<file path="src/cc_pkg.sv">
// Package: constants for the counter array capture/compare module
// Notes on behaviour
// - Selected pin edge copies counter into capture register
// - Rise/fall enables choose rising, falling or both
// - Every capture sets the module event flag
// - Flag set raises interrupt when module enabled
// - Flag stays set until software clears it
// - Live pin level readable to identify edge
// - Comparator off: no toggle, PWM output low
// - Overflow interrupt on selected counter bit overflow
// - Auto-reload select steers compare byte accesses
// - PWM match sets flag only if enabled
// - All 8..11-bit PWM modules share cycle length
// - 8-bit PWM encoding with cycle select 00
// - 9/10/11-bit PWM use cycle select 01/10/11
// - 16-bit PWM by wide select plus PWM bit
// - Timer, high-speed, frequency output mode encodings
package cc_pkg;
  // Mode register bit positions
  localparam int MODE_PWM16_BIT = 7;
  localparam int MODE_CMP_EN_BIT = 6;
  localparam int MODE_RISE_BIT = 5;
  localparam int MODE_FALL_BIT = 4;
  localparam int MODE_MATCH_BIT = 3;
  localparam int MODE_TOGGLE_BIT = 2;
  localparam int MODE_PWM_BIT = 1;
  localparam int MODE_IRQ_EN_BIT = 0;
  // Config register bit positions
  localparam int CFG_ARSEL_BIT = 7;
  localparam int CFG_OVF_IE_BIT = 5;
  localparam int CFG_CYCLE_LENGTH_SELECT_LSB = 0;
  // Reset values
  localparam logic [7:0] MODE_RESET = 8'h00;
  localparam logic [7:0] CFG_RESET = 8'h00;
  localparam logic [15:0] WORD_RESET = 16'h0000;
  // Cycle-length select codes
  localparam logic [1:0] CYCLE_LENGTH_SELECT_8 = 2'h0;
  localparam logic [1:0] CYCLE_LENGTH_SELECT_9 = 2'h1;
  localparam logic [1:0] CYCLE_LENGTH_SELECT_10 = 2'h2;
  localparam logic [1:0] CYCLE_LENGTH_SELECT_11 = 2'h3;

  typedef enum logic [2:0] {
    MODE_IDLE, MODE_CAPTURE, MODE_SW_TIMER, MODE_HS_OUT,
    MODE_FREQ_OUT, MODE_PWM_N, MODE_PWM16
  } op_mode_t;
endpackage

</file>
<file path="src/cc_mode_decode.sv">
// Decoder from mode register bits to an operating mode
`timescale 1ns/1ps
`default_nettype none
module cc_mode_decode
(
  // Configuration
  input  wire logic [7:0]       mode_i,
  // Decoded mode
  output var  cc_pkg::op_mode_t op_o
);
  logic pwm16;
  logic rise;
  logic fall;
  logic match;
  logic tog;
  logic pwm;

  // Field extraction
  assign pwm16 = mode_i[cc_pkg::MODE_PWM16_BIT];
  assign rise  = mode_i[cc_pkg::MODE_RISE_BIT];
  assign fall  = mode_i[cc_pkg::MODE_FALL_BIT];
  assign match = mode_i[cc_pkg::MODE_MATCH_BIT];
  assign tog   = mode_i[cc_pkg::MODE_TOGGLE_BIT];
  assign pwm   = mode_i[cc_pkg::MODE_PWM_BIT];

  // Mode table
  always_comb
  begin
    op_o = cc_pkg::MODE_IDLE;
    if ((rise || fall) && !match && !tog && !pwm)
      op_o = cc_pkg::MODE_CAPTURE;
    else if (!rise && !fall)
    begin
      if (pwm && !tog && pwm16)
        op_o = cc_pkg::MODE_PWM16;
      else if (pwm && !tog)
        op_o = cc_pkg::MODE_PWM_N;
      else if (match && !tog && !pwm)
        op_o = cc_pkg::MODE_SW_TIMER;
      else if (match && tog && !pwm)
        op_o = cc_pkg::MODE_HS_OUT;
      else if (!match && tog && pwm)
        op_o = cc_pkg::MODE_FREQ_OUT;
    end
  end
endmodule
`default_nettype wire

</file>
<file path="src/cc_module.sv">
// Capture/compare module of the counter array
`timescale 1ns/1ps
`default_nettype none
module cc_module
(
  // Clock and control
  input  wire logic        mclk_i,
  input  wire logic        sys_rst_i,
  input  wire logic        clk_en_i,
  // Configuration
  input  wire logic [7:0]  module_mode_reg_i,
  input  wire logic [7:0]  pwm_config_reg_i,
  // Shared counter
  input  wire logic [15:0] counter_i,
  // Software compare byte access
  input  wire logic        low_wr_i,
  input  wire logic        high_wr_i,
  input  wire logic [7:0]  wr_data_i,
  input  wire logic        flag_clear_i,
  // Pin
  input  wire logic        module_pin_i,
  // Status
  output var  logic [7:0]  compare_low_byte_o,
  output var  logic [7:0]  compare_high_byte_o,
  output var  logic [15:0] capture_value_o,
  output var  logic [15:0] reload_value_o,
  output var  logic        module_event_flag_o,
  output var  logic        irq_o,
  output var  logic        overflow_irq_o,
  output var  logic        pin_level_o,
  output var  logic        module_pin_o
);
  cc_pkg::op_mode_t op;
  logic [15:0] cap_reg, cap_next;
  logic [15:0] arl_reg, arl_next;
  logic        flag_reg, flag_next;
  logic        pin_reg, pin_next;
  logic        out_reg, out_next;
  logic        irq_reg, irq_next;
  logic        ovf_reg, ovf_next;
  logic [15:0] cnt_reg, cnt_next;
  logic [7:0]  lo_reg, lo_next;
  logic [7:0]  hi_reg, hi_next;
  logic        rise_ev;
  logic        fall_ev;
  logic        capture;
  logic        match;
  logic        ovf_ev;
  logic        arsel;
  logic        cmp_en;
  logic [1:0]  cycle_length_select;
  logic [15:0] mask;

  cc_mode_decode u_dec
  (
    .mode_i (module_mode_reg_i),
    .op_o   (op)
  );

  // Shared config fields, plus the comparator enable from the module mode register
  assign arsel  = pwm_config_reg_i[cc_pkg::CFG_ARSEL_BIT];
  assign cmp_en = module_mode_reg_i[cc_pkg::MODE_CMP_EN_BIT];
  assign cycle_length_select  = pwm_config_reg_i[cc_pkg::CFG_CYCLE_LENGTH_SELECT_LSB +: 2];

  // Cycle mask for the shared n-bit PWM length
  always_comb
  begin
    case (cycle_length_select)
      cc_pkg::CYCLE_LENGTH_SELECT_8:  mask = 16'h00ff;
      cc_pkg::CYCLE_LENGTH_SELECT_9:  mask = 16'h01ff;
      cc_pkg::CYCLE_LENGTH_SELECT_10: mask = 16'h03ff;
      cc_pkg::CYCLE_LENGTH_SELECT_11: mask = 16'h07ff;
      default:          mask = 16'h00ff;
    endcase
  end

  // Edge, match and overflow events
  assign rise_ev = module_pin_i && !pin_reg;
  assign fall_ev = !module_pin_i && pin_reg;
  assign capture = (op == cc_pkg::MODE_CAPTURE) &&
                   ((rise_ev && module_mode_reg_i[cc_pkg::MODE_RISE_BIT]) ||
                    (fall_ev && module_mode_reg_i[cc_pkg::MODE_FALL_BIT]));
  assign match = cmp_en && (op != cc_pkg::MODE_CAPTURE) &&
                 (op != cc_pkg::MODE_IDLE) &&
                 (((op == cc_pkg::MODE_PWM_N) &&
                   ((counter_i & mask) == (cap_reg & mask))) ||
                  ((op != cc_pkg::MODE_PWM_N) && (counter_i == cap_reg)));
  assign ovf_ev = ((cnt_reg & mask) == mask) &&
                  ((counter_i & mask) == 16'h0000) &&
                  (counter_i != cnt_reg);

  // Next-state logic
  always_comb
  begin
    cap_next  = cap_reg;
    arl_next  = arl_reg;
    flag_next = flag_reg;
    pin_next  = module_pin_i;
    cnt_next  = counter_i;
    out_next  = out_reg;
    // Software clear first, so a same-cycle event wins
    if (flag_clear_i)
      flag_next = 1'b0;
    // Register steering by auto-reload select
    if (low_wr_i)
    begin
      if (arsel)
        arl_next[7:0] = wr_data_i;
      else
        cap_next[7:0] = wr_data_i;
    end
    if (high_wr_i)
    begin
      if (arsel)
        arl_next[15:8] = wr_data_i;
      else
        cap_next[15:8] = wr_data_i;
    end
    if (capture)
    begin
      cap_next  = counter_i;
      flag_next = 1'b1;
    end
    // Compare-driven output and flag
    case (op)
      cc_pkg::MODE_SW_TIMER:
        if (match)
          flag_next = 1'b1;
      cc_pkg::MODE_HS_OUT:
        if (match)
        begin
          flag_next = 1'b1;
          out_next  = !out_reg;
        end
      cc_pkg::MODE_FREQ_OUT:
        if (match)
          out_next = !out_reg;
      cc_pkg::MODE_PWM_N, cc_pkg::MODE_PWM16:
      begin
        if (!cmp_en)
          out_next = 1'b0;
        else if (match)
          out_next = 1'b1;
        else if ((counter_i & mask) == 16'h0000 ||
                 (op == cc_pkg::MODE_PWM16 && counter_i == 16'h0000))
          out_next = 1'b0;
        if (match && module_mode_reg_i[cc_pkg::MODE_MATCH_BIT])
          flag_next = 1'b1;
        // Reload compare at cycle wrap in n-bit mode
        if (op == cc_pkg::MODE_PWM_N && ovf_ev)
          cap_next = arl_reg;
      end
      default:
        out_next = out_reg;
    endcase
    irq_next = flag_next &&
               module_mode_reg_i[cc_pkg::MODE_IRQ_EN_BIT];
    ovf_next = ovf_ev &&
               pwm_config_reg_i[cc_pkg::CFG_OVF_IE_BIT];
    lo_next  = arsel ? arl_next[7:0] : cap_next[7:0];
    hi_next  = arsel ? arl_next[15:8] : cap_next[15:8];
  end

  // State registers
  always_ff @(posedge mclk_i)
  begin
    if (sys_rst_i)
    begin
      cap_reg  <= cc_pkg::WORD_RESET;
      arl_reg  <= cc_pkg::WORD_RESET;
      flag_reg <= 1'b0;
      pin_reg  <= 1'b0;
      out_reg  <= 1'b0;
      irq_reg  <= 1'b0;
      ovf_reg  <= 1'b0;
      cnt_reg  <= cc_pkg::WORD_RESET;
      lo_reg   <= 8'h00;
      hi_reg   <= 8'h00;
    end
    else if (clk_en_i)
    begin
      cap_reg  <= cap_next;
      arl_reg  <= arl_next;
      flag_reg <= flag_next;
      pin_reg  <= pin_next;
      out_reg  <= out_next;
      irq_reg  <= irq_next;
      ovf_reg  <= ovf_next;
      cnt_reg  <= cnt_next;
      lo_reg   <= lo_next;
      hi_reg   <= hi_next;
    end
  end

  // Outputs straight from flops
  assign compare_low_byte_o  = lo_reg;
  assign compare_high_byte_o = hi_reg;
  assign capture_value_o     = cap_reg;
  assign reload_value_o      = arl_reg;
  assign module_event_flag_o = flag_reg;
  assign irq_o               = irq_reg;
  assign overflow_irq_o      = ovf_reg;
  assign pin_level_o         = pin_reg;
  assign module_pin_o        = out_reg;

  // Capture loads the counter value
  property p_capture_load;
    @(posedge mclk_i) disable iff (sys_rst_i)
      (capture && clk_en_i) |=> (cap_reg == $past(counter_i));
  endproperty
  a_capture_load: assert property (p_capture_load)
    else $error("capture did not load counter");

  // Capture sets the flag
  property p_capture_flag;
    @(posedge mclk_i) disable iff (sys_rst_i)
      (capture && clk_en_i) |=> flag_reg;
  endproperty
  a_capture_flag: assert property (p_capture_flag)
    else $error("capture did not set flag");

  // Rising-only mode ignores falling edges
  property p_edge_select;
    @(posedge mclk_i) disable iff (sys_rst_i)
      (op == cc_pkg::MODE_CAPTURE && fall_ev &&
       !module_mode_reg_i[cc_pkg::MODE_FALL_BIT]) |-> !capture;
  endproperty
  a_edge_select: assert property (p_edge_select)
    else $error("unselected edge captured");

  // Interrupt follows enabled flag
  property p_irq;
    @(posedge mclk_i) disable iff (sys_rst_i)
      (clk_en_i && flag_next &&
       module_mode_reg_i[cc_pkg::MODE_IRQ_EN_BIT]) |=> irq_o;
  endproperty
  a_irq: assert property (p_irq)
    else $error("interrupt not raised");

  // Flag holds without software clear
  property p_flag_hold;
    @(posedge mclk_i) disable iff (sys_rst_i)
      (flag_reg && !flag_clear_i) |=> flag_reg;
  endproperty
  a_flag_hold: assert property (p_flag_hold)
    else $error("flag dropped without clear");

  // Pin level mirrors pin one cycle later
  property p_pin_level;
    @(posedge mclk_i) disable iff (sys_rst_i)
      clk_en_i |=> (pin_level_o == $past(module_pin_i));
  endproperty
  a_pin_level: assert property (p_pin_level)
    else $error("pin level not mirrored");

  // PWM output low with comparator off
  property p_pwm_off;
    @(posedge mclk_i) disable iff (sys_rst_i)
      (clk_en_i && !cmp_en && (op == cc_pkg::MODE_PWM_N ||
       op == cc_pkg::MODE_PWM16)) |=> !module_pin_o;
  endproperty
  a_pwm_off: assert property (p_pwm_off)
    else $error("PWM output high with comparator off");

  // Low byte write steered by auto-reload select
  property p_steer;
    @(posedge mclk_i) disable iff (sys_rst_i)
      (clk_en_i && low_wr_i && arsel && !capture && !ovf_ev) |=>
        (reload_value_o[7:0] == $past(wr_data_i));
  endproperty
  a_steer: assert property (p_steer)
    else $error("auto-reload write not steered");

  // Overflow interrupt when enabled
  property p_ovf;
    @(posedge mclk_i) disable iff (sys_rst_i)
      (clk_en_i && ovf_ev && pwm_config_reg_i[cc_pkg::CFG_OVF_IE_BIT])
        |=> overflow_irq_o;
  endproperty
  a_ovf: assert property (p_ovf)
    else $error("overflow interrupt missing");
endmodule
`default_nettype wire

</file>
<file path="config.mk">
export PLATFORM = sky130hd
export DESIGN_NAME = cc_module
export DESIGN_NICKNAME = d
export VERILOG_FILES = /design/src/cc_pkg.sv /design/src/cc_mode_decode.sv /design/src/cc_module.sv
export SDC_FILE = /design/constraint.sdc
export NUM_CORES = 1
export LEC_CHECK = 0
export ABC_AREA = 1
export BUFFER_PORTS_ARGS = -buffer_cell sky130_fd_sc_hd__buf_2
export CAP_MARGIN = 40
export CELL_PAD_IN_SITES_DETAIL_PLACEMENT = 1
export CELL_PAD_IN_SITES_GLOBAL_PLACEMENT = 2
export CORE_UTILIZATION = 30
export CTS_CLUSTER_SIZE = 20
export DETAILED_ROUTE_END_ITERATION = 12
export GPL_ROUTABILITY_DRIVEN = 0
export HOLD_SLACK_MARGIN = 0.12
export PLACE_DENSITY = 0.89
export SLEW_MARGIN = 20
export SYNTH_ARGS = -nofsm -noshare
export SYNTH_HDL_FRONTEND = slang
export SYNTH_SLANG_ARGS = --single-unit
export TNS_END_PERCENT = 1
</file>
<file path="constraint.sdc">
create_clock -name mclk_i -period 5.3 [get_ports mclk_i]
set_clock_uncertainty 0.15 [all_clocks]
set_input_delay 1.59 -clock mclk_i [delete_from_list [all_inputs] [get_ports mclk_i]]
set_output_delay 1.59 -clock mclk_i [all_outputs]
set_load 0.05 [all_outputs]
</file>
-- Word level (Yosys, flattened, before mapping)
Index checks and enable logic that the tools add are counted.
- flip-flop bits (word level): 69
- input port bits: 47
- multiplexer cells: 31
- reduce and logical (&&, ||, !) cells: 50
- equality and inequality tests: 17
- bitwise operators: 3
- operator list (kind ; count):
    2-to-1 mux 8 bit ; 10
    case mux 16 bit (4 select lines) ; 1
    bitwise AND 16 bit ; 3
    == test 16 bit ; 3
    2-to-1 mux 16 bit ; 3
    logical NOT 16 bit ; 2
    logical AND 1 bit ; 29
    2-to-1 mux 3 bit ; 7
    inequality test 16 bit ; 1
    == test 3 bit, second input constant ; 3
    logical NOT 1 bit ; 8
    2-to-1 mux 1 bit ; 8
    == test 3 x 2 -> 1 bit, second input constant ; 2
    OR reduction 2 bit ; 3
    == test 2 bit, second input constant ; 2
    logical OR 1 bit ; 4
    inequality test 4 bit, second input constant ; 1
    case mux 1 bit (2 select lines) ; 2
    AND reduction 4 bit ; 1
    == test 3 x 1 -> 1 bit, second input constant ; 1
    inequality test 3 x 1 -> 1 bit, second input constant ; 1
    inequality test 3 bit, second input constant ; 1
    nonzero test 3 bit ; 1
    == test 2 x 1 -> 1 bit, second input constant ; 1
    other kinds (3) ; 3

-- Logic depth before layout (Yosys ltp)
Gate-level depths: netlist of run 1.
- depth after elaboration: 18
- mapped depth: 14

-- Modules after synthesis
A second synthesis of run 1 with hierarchy kept.
- cells, all modules: 638
- area total of the unflattened synthesis: 3948.8 sq um
- modules (own cells, without submodules) (module ; cells each ; area an instance (sq um) ; instances):
    cc_module ; 618 ; 3860.0 ; 1
    cc_mode_decode ; 20 ; 88.8 ; 1

-- Least setup slack after synthesis of run 1
OpenSTA, ideal clock, no wires.
- path type: in2reg
- start: input module_mode_reg_i[4]
- end: register lo_reg[0], in the netlist compare_low_byte_o[0]
- buffers on the path: 1
- arrival: 2.720 ns
- required time: 5.018 ns
- setup slack: 2.298 ns
- stages on the path: 11
- path through: nor2_4 -> nand3_1 -> inv_2 -> nand2_2 -> a21oi_4 -> nand2_4 -> buf_6 -> nand2_1 -> nand3_1 -> nand3_1 -> a21oi_1
- cells in the longest elaborated chain, start to end: 11
- RTL lines (item ; line ; text):
    start: declaration ; cc_module.sv:11 ; input wire logic [7:0] module_mode_reg_i,
    logical OR 1 bit ; cc_mode_decode.sv:30 ; if ((rise || fall) && !match && !tog && !pwm)
    logical AND 1 bit (3 in series) ; cc_mode_decode.sv:30 ;
    2-to-1 mux 3 bit ; cc_mode_decode.sv:30 ;
    == test 3 x 1 -> 1 bit ; cc_module.sv:80 ; assign capture = (op == cc_pkg::MODE_CAPTURE) &&
    logical AND 1 bit ; cc_module.sv:80 ;
    2-to-1 mux 16 bit ; cc_module.sv:119 ; if (capture)
    2-to-1 mux 16 bit ; cc_module.sv:150 ; if (op == cc_pkg::MODE_PWM_N && ovf_ev)
    2-to-1 mux 16 bit (*) ; cc_module.sv:125 ; case (op)
    2-to-1 mux 8 bit (*) ; cc_module.sv:160 ; lo_next = arsel ? arl_next[7:0] : cap_next[7:0];
    end signal: assignment ; cc_module.sv:190 ; lo_reg <= lo_next;
    end: declaration ; cc_module.sv:42 ; logic [7:0] lo_reg, lo_next;
Every way passes the cells marked *; elsewhere a longest branch is shown, timed or not.
A chain may end at the register's enable or synchronous reset.

-- Final worst setup path of run 1
- start: input counter_i[0]
- end: register lo_reg[6], in the netlist compare_low_byte_o[6]
- cells in the longest elaborated chain, start to end: 8
- RTL lines (item ; line ; text):
    start: declaration ; cc_module.sv:14 ; input wire logic [15:0] counter_i,
    bitwise AND 16 bit ; cc_module.sv:89 ; ((counter_i & mask) == 16'h0000) &&
    logical NOT 16 bit ; cc_module.sv:89 ;
    logical AND 1 bit ; cc_module.sv:88 ; assign ovf_ev = ((cnt_reg & mask) == mask) &&
    logical AND 1 bit (*) ; cc_module.sv:89 ;
    logical AND 1 bit (*) ; cc_module.sv:150 ;
    2-to-1 mux 16 bit (*) ; cc_module.sv:150 ;
    2-to-1 mux 16 bit (*) ; cc_module.sv:125 ;
    2-to-1 mux 8 bit (*) ; cc_module.sv:160 ;
Marked as above.

==> results of run 1 <==
## logic make-up (layout without fill, tap and decap cells)
| kind of cell | Yosys count | in the layout | synth area share, % |
|---|---|---|---|
| AOI/OAI and AO/OA | 137 | 137 | 19.8 |
| xor gates and xnor gates | 3 | 3 | 0.656 |
| buffers and inverters | 122 | 201 | 12.9 |
| DFF | 64 | 64 | 32.0 |
| and+or+nand+nor | 302 | 302 | 34.7 |
## stage by stage
stage	instances	power (uW)	utilization, %
after floorplan	628	797	-
after global placement	863	883	35.3
after detailed placement	864	896	35.5
after CTS	879	1510	37.9
after global routing	879	1570	37.9
final	879	1500	37.9
## cell type report
| class | count | area, um^2 |
|---|---|---|
| clock buffers | 12 | 267 |
| repair buffers | 98 | 510 |
| multi-input cells | 442 | 2210 |
| flip-flops and latches | 64 | 1280 |
| clock inverters | 3 | 40.0 |
| inverters | 88 | 330 |
| fillers | 1733 | 7970 |
| well taps | 172 | 215 |
## Yosys cell counts, drive strengths merged (2+ instances only)
master and count:
a21oi 51, buf 17, clkbuf 17, clkinv 2, dfxtp 64, inv 86, nand2 182, nand3 76
nand4 6, nor2 35, o211ai 32, o21ai 51, xnor2 2
## cells in the final DEF (no fill, tap or decap), types with 2 or more instances in the layout
cell type,instances
nand2_1,172
buf_2,95
inv_1,77
dfxtp_1,64
nand3_1,58
a21oi_1,49
nor2_1,33
o211ai_1,32
o21ai_0,31
o21ai_1,18
nand3_2,18
inv_2,9
clkbuf_16,9
nand2_2,8
nand4_1,6
clkbuf_8,3
xnor2_1,2
clkinv_1,2
nor2_4,2
o21ai_2,2
nand2_4,2
clkinv_2,2
buf_4,2
## per-layer routing
metal	GRT usage, %	part of all wire [%]	vias up
met4	6.41	1.6	0
met2	32.1	46	74
li1	-	-	2197
met1	27.5	48	2048
met5	0	0	-
met3	3.15	4.1	15
## power by group
group	internal (uW)	switching, uW	total, uW
Sequential	514	32.8	547
Clock	398	213	611
Combinational	93.8	245	338
Total	1010	490	1500
## worst reg2reg max path: cells and delay by family (launching register included)
kind | cells | cell delay, ns
AO/OA/AOI/OAI | 1 | 0.07
AND/OR/NAND/NOR | 8 | 1.65
flip-flops | 1 | 0.34
## how the worst min path moves through the flow
stage | start | endpoint | slack [ns] | cells past startpoint
2_1_floorplan | cnt_reg[10] | cnt_reg[10] | 0.33 | 2
5_1_grt | compare_high_byte_o[1] | compare_high_byte_o[1] | 0.34 | 2
3_5_place_dp | compare_low_byte_o[7] | compare_low_byte_o[7] | 0.31 | 2
6_report | compare_low_byte_o[7] | compare_low_byte_o[7] | 0.31 | 2
3_3_place_gp | irq_o | irq_o | 0.30 | 2
4_1_cts | compare_low_byte_o[7] | compare_low_byte_o[7] | 0.32 | 2
==> flow_summary.ini, run 1 <==
[status]
outcome = finished, final reports clean

[cells_and_area]
finalInstanceArea_um2 = 4850
layout.nets = 750
drive_gt1_share_pct = 22.2
antenna_cells = 0
area.growth.synth_to_final_pct = 21.1

[floorplan]
die_h_um = 118
coreArea_um2 = 12800
num_rows = 41
num_io_pins = 100
die_area_um2 = 13800
chipWidth_um = 118
initial_utilization_pct = 31.2

[critical_path]
crit_path_top_delay_cell = nor2_4
crit_family = simple AND/OR/NAND/NOR gates
startpoint = counter_i[0]
path_buf_inv = 2
worstPathRequired_ns = 5.35
startpoint_type = primary input
crit_chain = buf_2, inv_1, nand4_1, nor2_1, nand3_1, nor2_4, nand2_4, nand2_1, nand3_1, nand3_1, a21oi_1
rr_startpoint = cnt_reg[0]
path_depth = 11
crit_top_cell = nand3_1
crit_path_max_fanout = 18
critical-path-max-stage-delay_ns = 0.53
arrival_ns = 3.57
worstSetupPathType = primary input to flop
rrSetupSlack_ns = 2.98
worst_r2r_endpoint = compare_low_byte_o[6]
crit_end = compare_low_byte_o[6]
cp-end-kind = flop
reg2reg_depth = 9

[clocking]
cts_tree = built
clk_transition_reported_paths_ns = 0.05
cts_hold_buf = 0
cts_resized = 0
postCtsSetupBuffers = 0
clkLatencyLatePin_ns = 0.33
cts-htree-levels = 3
clock_path_buffers = 2
cts_buffers = 9
cts_root_buf = clkbuf_16
clkSinkCount = 64

[timing]
clock.fmax_ghz = 0.284
finalMaxSlewViolations = 0
fin_crit_sh_pct = 66.5
fin_crit_ns = 3.52
relSlewSlack_pct = 55.0
finalHoldViolCount = 0
setup_tns_ns = 0
worstMarginPinSlew_ns = 0.674
fin_ws_ns = 1.78
fin_hold_ws_ns = 0.314
rsz0062_at_grt = false
setup_violations = 0

[placed_design]
pre_cts_ws_ns = 1.41
place_area_um2 = 4550
port_buffers = 95
dp_hpwl_mm = 10.3

[global_routing]
grt_usage_pct = 20.1
antenna_found_initial = 0
grt_start_max_net_pins = 64
grt-ovfl-total = 0
grt_pass1_wl_mm = 22.0
grt_pass1_vias = 4221

[synth]
ys_ff_latch = 64
synth.area.top_cells = dfxtp_1 (32%), nand2_1 (16%), inv_1 (7.3%), nand3_1 (7.2%), a21oi_1 (6.1%)
synth_area_um2 = 4010
synth_edf_count = 0
yosysSeqAreaShare_pct = 32.0
synth_nets = 675
synth_top_area_share_pct = 32.0
async_flop_share_pct = 0
synth_ff_type = dfxtp_1
yosysTopAreaCell = dfxtp_1
synth_area_per_cell_um2 = 6.38
syn-instance-count = 628
ys_types = 33
ys.warnings.count = 0

[routing]
vias = 4334
drcViolationCount = 0
drt-pass1-iter-count = 4
ant_nets = 0
wl_per_cell_um = 15.5
drtIter0Drc = 209
viasPerCell = 4.93
drt_wl_total_mm = 13.6

[run]
drv_cap = 0

[pwr]
ir_drop_uv = 102
p_per_area_nw_per_um2 = 308
p_leak_uw = 0.00250

[worst_hold_path]
hold_path.class = flop to flop
(Power assumes the default switching activity.)
==> run 2: changes to the inputs <==
ABC_AREA = 0   (was 1)
CORE_UTILIZATION = 31   (was 30)
PLACE_DENSITY = 0.84   (was 0.89)
clock period = 3.6 ns   (was 5.3 ns; I/O delays follow)
==> run 2 against run 1 <==
Global-route usage increased by 2.6 points. Design area decreased by 4.3%. Largest cell class unchanged. Synthesized cell count decreased by 33%. First-iteration DRC count decreased by 25%. Register-to-register slack got worse by 1.6 ns. Cell count decreased by 25%. The run now ends with design-rule violations left.
==> flow_summary.ini, run 2 <==
[cells_and_area]
layout_commonest_cell = buf_2
area.growth.synth_to_final_pct = 24.0
drive_gt1_share_pct = 29.4
multiInputGateArea_um2 = 2280
seq_area_um2 = 1280
antenna_cells = 0
n_fill_cell = 1406
layout.nets = 555
mostFrequentLayoutCells = buf_2 (95), dfxtp_1 (64), nor2_1 (60)

[floorplan]
die_area_um2 = 12500
coreArea_um2 = 11600
chipWidth_um = 112
num_rows = 39
die_h_um = 112
num_io_pins = 100
initial_utilization_pct = 32.3

[routing]
vias = 3806
ant_nets = 0
drcViolationCount = 6
drtIter0Drc = 157
wl_per_cell_um = 21.1
viasPerCell = 5.80
drt_wl_total_mm = 13.8
drt-pass1-iter-count = 9

[critical_path]
worstSetupPathType = primary input to flop
arrival_ns = 3.00
worstPathRequired_ns = 3.68
crit_path_top_delay_cell = nor4_1
critical-path-max-stage-delay_ns = 0.44
crit_chain = buf_2, nor4_1, o211ai_1, and4b_1, buf_4, nand2_1, a311oi_1
path_buf_inv = 2
rr_startpoint = cnt_reg[10]
crit_path_max_fanout = 14
startpoint = counter_i[4]
crit_family = simple AND/OR/NAND/NOR gates
cp-end-kind = flop
startpoint_type = primary input

[timing]
fin_crit_ns = 2.92
setup_tns_ns = 0
clock.fmax_ghz = 0.342
fin_crit_sh_pct = 81.1
finalMaxSlewViolations = 0
worstMarginPinSlew_ns = 0.619
setup_violations = 0
relSlewSlack_pct = 58.6
rsz0062_at_grt = false
finalHoldViolCount = 0
fin_ws_ns = 0.680

[worst_hold_path]
min_from = overflow_irq_o
hold_path.class = flop to flop

[clocking]
cts_resized = 0
cts_root_buf = clkbuf_16
cts-htree-levels = 3
cts_tree = built
cts_hold_buf = 0
postCtsSetupBuffers = 0
cts_buffers = 9
clkSinkCount = 64
clock_path_buffers = 2
clk_transition_reported_paths_ns = 0.06
clkLatencyLatePin_ns = 0.33

[pwr]
internal-power_uw = 1420
switchingPower_uw = 700
pwr-share-seq_pct = 37.5
p_leak_uw = 0.00202
ir_drop_uv = 191
switching_share_pct = 33.0
p_clk_share_pct = 40.3
p_per_area_nw_per_um2 = 456
power_frac_comb_pct = 22.2

[status]
failed_checks = design-rule violations
outcome = finished, violations left

[global_routing]
grt_pass1_vias = 3828
grt_usage_pct = 22.7
grt-ovfl-total = 0
antenna_found_initial = 0
grt_start_max_net_pins = 29
grt_pass1_wl_mm = 21.8

[synth]
synth_edf_count = 0
synth_area_per_cell_um2 = 8.93
yosys.area_share.simple_pct = 16.1
synth_top_family_by_area = compound AO/OA/AOI/OAI gates
synth_nets = 467
synth.area.mux_share_pct = 17.2
synth.most_common_cell = dfxtp_1
synthXorXnorAreaFrac_pct = 3.97
ys_types = 51
synth_ff_type = dfxtp_1
syn-instance-count = 420
yosysSeqAreaShare_pct = 34.2
ys_top_cells_by_count = dfxtp_1 (64), nor2_1 (60), mux2i_1 (45)
synth_area_um2 = 3750
synth.area.top_cells = dfxtp_1 (34%), mux2i_1 (12%), nor2_1 (6.0%), mux2_2 (4.8%), o221a_1 (3.9%)
yosysTopAreaCell = dfxtp_1
async_flop_share_pct = 0
synth_top_area_share_pct = 34.2
synth_compound_area_share_pct = 23.6
ys_ff_latch = 64
ys.warnings.count = 0
synth_fa_ha_area_share_pct = 0

[placed_design]
pre_cts_ws_ns = 0.424
port_buffers = 95
dp_hpwl_mm = 9.97

[run]
drv_cap = 0
-- run 2: cell types whose count changed after synthesis, moves of 27 or more --
cell and delta:
nand2_1 -150, mux2i_1 +45, nand3_1 -51, a21oi_1 -46
nor2_1 +27, inv_1 -75
-- run 2: worst register-to-register path, stage by stage (launching register included) --
cell and delay [ns]:
dfxtp_1 0.33, and3b_1 0.19, nor4_2 0.38, and4b_1 0.38, buf_4 0.27, nand2_1 0.09, a311oi_1 0.30
-- run 2: logic make-up (layout without fill, tap and decap cells) --
group,Yosys count,after routing
AND/OR/NAND/NOR,125,125
AO/OA/AOI/OAI,116,116
flip-flops,64,64
multiplexers,62,62
buffers and inverters,36,129
XOR/XNOR,17,17
-- run 2: path summary, 6_finish.rpt --
path                            depth (start not counted)            endpoint  slack, ns
worst max-delay path                                    7  capture_value_o[1]       0.68
worst min-delay path                                    2      overflow_irq_o       0.32
worst max register to register                          6  capture_value_o[1]       1.40
worst min register to register                          2      overflow_irq_o       0.32
-- run 2: power groups by stage --
stage	combinational, uW	clock [uW]	sequential (uW)
2_1_floorplan	203	0	916
3_3_place_gp	456	0	807
3_5_place_dp	467	0	808
4_1_cts	470	867	793
5_1_grt	502	898	799
6_report	470	854	794
-- run 2: stage by stage --
| stage | power, uW | hold slack [ns] | area, um^2 | util, % | cells |
|---|---|---|---|---|---|
| after global placement | 1260 | 0.315 | 4360 | 37.5 | 640 |
| after CTS | 2130 | 0.323 | 4650 | 40.0 | 656 |
| final | 2120 | 0.325 | 4650 | 40.0 | 656 |
| after global routing | 2200 | 0.342 | 4650 | 40.0 | 656 |
| after floorplan | 1120 | 0.302 | 3750 | - | 420 |
| after detailed placement | 1270 | 0.313 | 4360 | 37.5 | 640 |
-- run 2: layer usage --
layer | up-vias | track usage, % | share of wire (%)
li1 | 1749 | - | -
met1 | 1907 | 29.8 | 45
met2 | 131 | 37.5 | 48
met3 | 19 | 4.41 | 6.2
met4 | 0 | 6.84 | 1.4
met5 | - | 0 | 0
-- run 2: final cells by class --
| class | instances | area share [%] |
|---|---|---|
| clock inverter | 5 | 0.834 |
| multi-input combinational | 320 | 49.2 |
| inverter | 3 | 0.242 |
| tap | 143 | 3.85 |
| timing repair buffer | 110 | 12.9 |
| sequential | 64 | 27.6 |
| clock buffer | 11 | 5.44 |
==> run 3: changes to the inputs <==
ABC_AREA = 1   (was 0)
CORE_UTILIZATION = 25   (was 31)
PLACE_DENSITY = 0.8   (was 0.84)
clock period = 2.35 ns   (was 3.6 ns; I/O delays follow)
==> run 3 against run 2 <==
Non-clock buffer count grew 17. Hold slack got worse by 0.010 ns. Design area up 9.6%. Register-to-register slack worse by 0.98 ns. Clock power increased by 45%. Clock-buffer cell count up 4. Power is 55% higher. Utilization fell by 7.0 points. The run now ends clean. Cell count is 44% higher. Via count up 16%. Highest routed layer unchanged.
==> flow_summary.ini, run 3 (synthesized netlist as in run 1, its figures left out) <==
[cells_and_area]
seq_area_um2 = 1280
layout_commonest_cell = nand2_1
final_util_pct = 33.0
drive_gt1_share_pct = 24.6
mostFrequentLayoutCells = nand2_1 (172), buf_2 (95), inv_1 (78)
layout.nets = 779
multiInputGateArea_um2 = 2210
antenna_cells = 0
n_fill_cell = 2050
area.growth.synth_to_final_pct = 27.1

[worst_hold_path]
hold_path_depth = 2
hold_path.class = flop to flop
whs_endpoint = compare_high_byte_o[3]
min_from = compare_high_byte_o[3]

[routing]
wl_per_cell_um = 15.3
drt-pass1-iter-count = 4
drcViolationCount = 0
viasPerCell = 4.68
drtIter0Drc = 143
drt_wl_total_mm = 14.5
vias = 4431
ant_nets = 0

[timing]
worstMarginPinSlew_ns = 0.483
fin_crit_ns = 2.13
rsz0062_at_grt = false
finalHoldViolCount = 0
setup_violations = 0
finalMaxSlewViolations = 0
clock.fmax_ghz = 0.470
fin_crit_sh_pct = 90.5
relSlewSlack_pct = 67.7
setup_tns_ns = 0

[critical_path]
worstSetupPathType = primary input to flop
arrival_ns = 2.23
rrSetupSlack_ns = 0.42
startpoint = module_mode_reg_i[4]
cp-end-kind = flop
worst_r2r_endpoint = compare_high_byte_o[0]
worstPathRequired_ns = 2.45
crit_path_max_fanout = 8
reg2reg_depth = 9
rr_startpoint = cnt_reg[6]
startpoint_type = primary input

[clocking]
cts_root_buf = clkbuf_16
cts_buffers = 9
clkSinkCount = 64
cts_tree = built
clk_transition_reported_paths_ns = 0.05
cts-htree-levels = 3
postCtsSetupBuffers = 0
clkLatencyLatePin_ns = 0.33
clock_path_buffers = 2
cts_hold_buf = 0
cts_resized = 0

[floorplan]
die_area_um2 = 16500
coreArea_um2 = 15400
num_io_pins = 100
chipWidth_um = 129
initial_utilization_pct = 26.0
die_h_um = 129
num_rows = 45

[run]
drv_cap = 0

[pwr]
ir_drop_uv = 397
p_leak_uw = 0.00262
p_per_area_nw_per_um2 = 643

[global_routing]
grt_pass1_vias = 4497
grt_usage_pct = 18.3
grt_start_max_net_pins = 107
antenna_found_initial = 0
grt_pass1_wl_mm = 23.4
grt-ovfl-total = 0

[placed_design]
port_buffers = 95
dp_hpwl_mm = 11.1

[status]
outcome = finished, final reports clean
## run 3: cell type report
class | instances | area share, %
inverters | 88 | 6.48
repair buffers | 127 | 14.5
multi-input cells | 442 | 43.4
clock buffers | 15 | 5.26
well taps | 211 | 5.18
flip-flops and latches | 64 | 25.1
## run 3: worst max path at each step
stage | to | slack [ns] | cells after the start
after global placement | compare_high_byte_o[1] | -0.05 | 11
after CTS | compare_high_byte_o[0] | 0.19 | 11
after global routing | compare_low_byte_o[7] | 0.08 | 11
final | compare_low_byte_o[0] | 0.22 | 11
after detailed placement | compare_high_byte_o[0] | -0.13 | 11
after floorplan | compare_low_byte_o[0] | 0.23 | 11
## run 3: power breakdown
group / total (uW) / switching, uW / internal, uW
clock network: 1240 / 470 / 768
logic: 802 / 564 / 238
registers: 1230 / 74.5 / 1160
total: 3270 / 1110 / 2170
## run 3: critical path, cell delays in order
cell	delay, ns
buf_2	0.12
nor2_4	0.15
nand3_1	0.14
inv_2	0.11
nand2_2	0.08
a21oi_4	0.22
buf_4	0.24
nand3_2	0.09
nand3_1	0.10
nand3_1	0.11
a21oi_1	0.16
## run 3: per-layer routing
| metal | wire, um | vias to the layer above | track usage [%] | part of all wire (%) |
|---|---|---|---|---|
| li1 | - | 2251 | - | - |
| met1 | 7060 | 2095 | 24.3 | 49 |
| met2 | 6810 | 74 | 30.5 | 47 |
| met3 | 448 | 11 | 3.04 | 3.1 |
| met4 | 192 | 0 | 5.05 | 1.3 |
| met5 | 0 | - | 0 | 0 |
## run 3: metrics by stage
stage               instance area [um^2]  setup WS, ns  cells  hold WS, ns  power (uW)
detailed placement                  4830        -0.135    932        0.306        2060
CTS                                 5090         0.191    947        0.314        3310
floorplan                           4010         0.233    628        0.332        1800
global placement                    4830       -0.0527    932        0.304        2030
global route                        5090        0.0828    947        0.345        3470
finish                              5090         0.223    947        0.315        3270
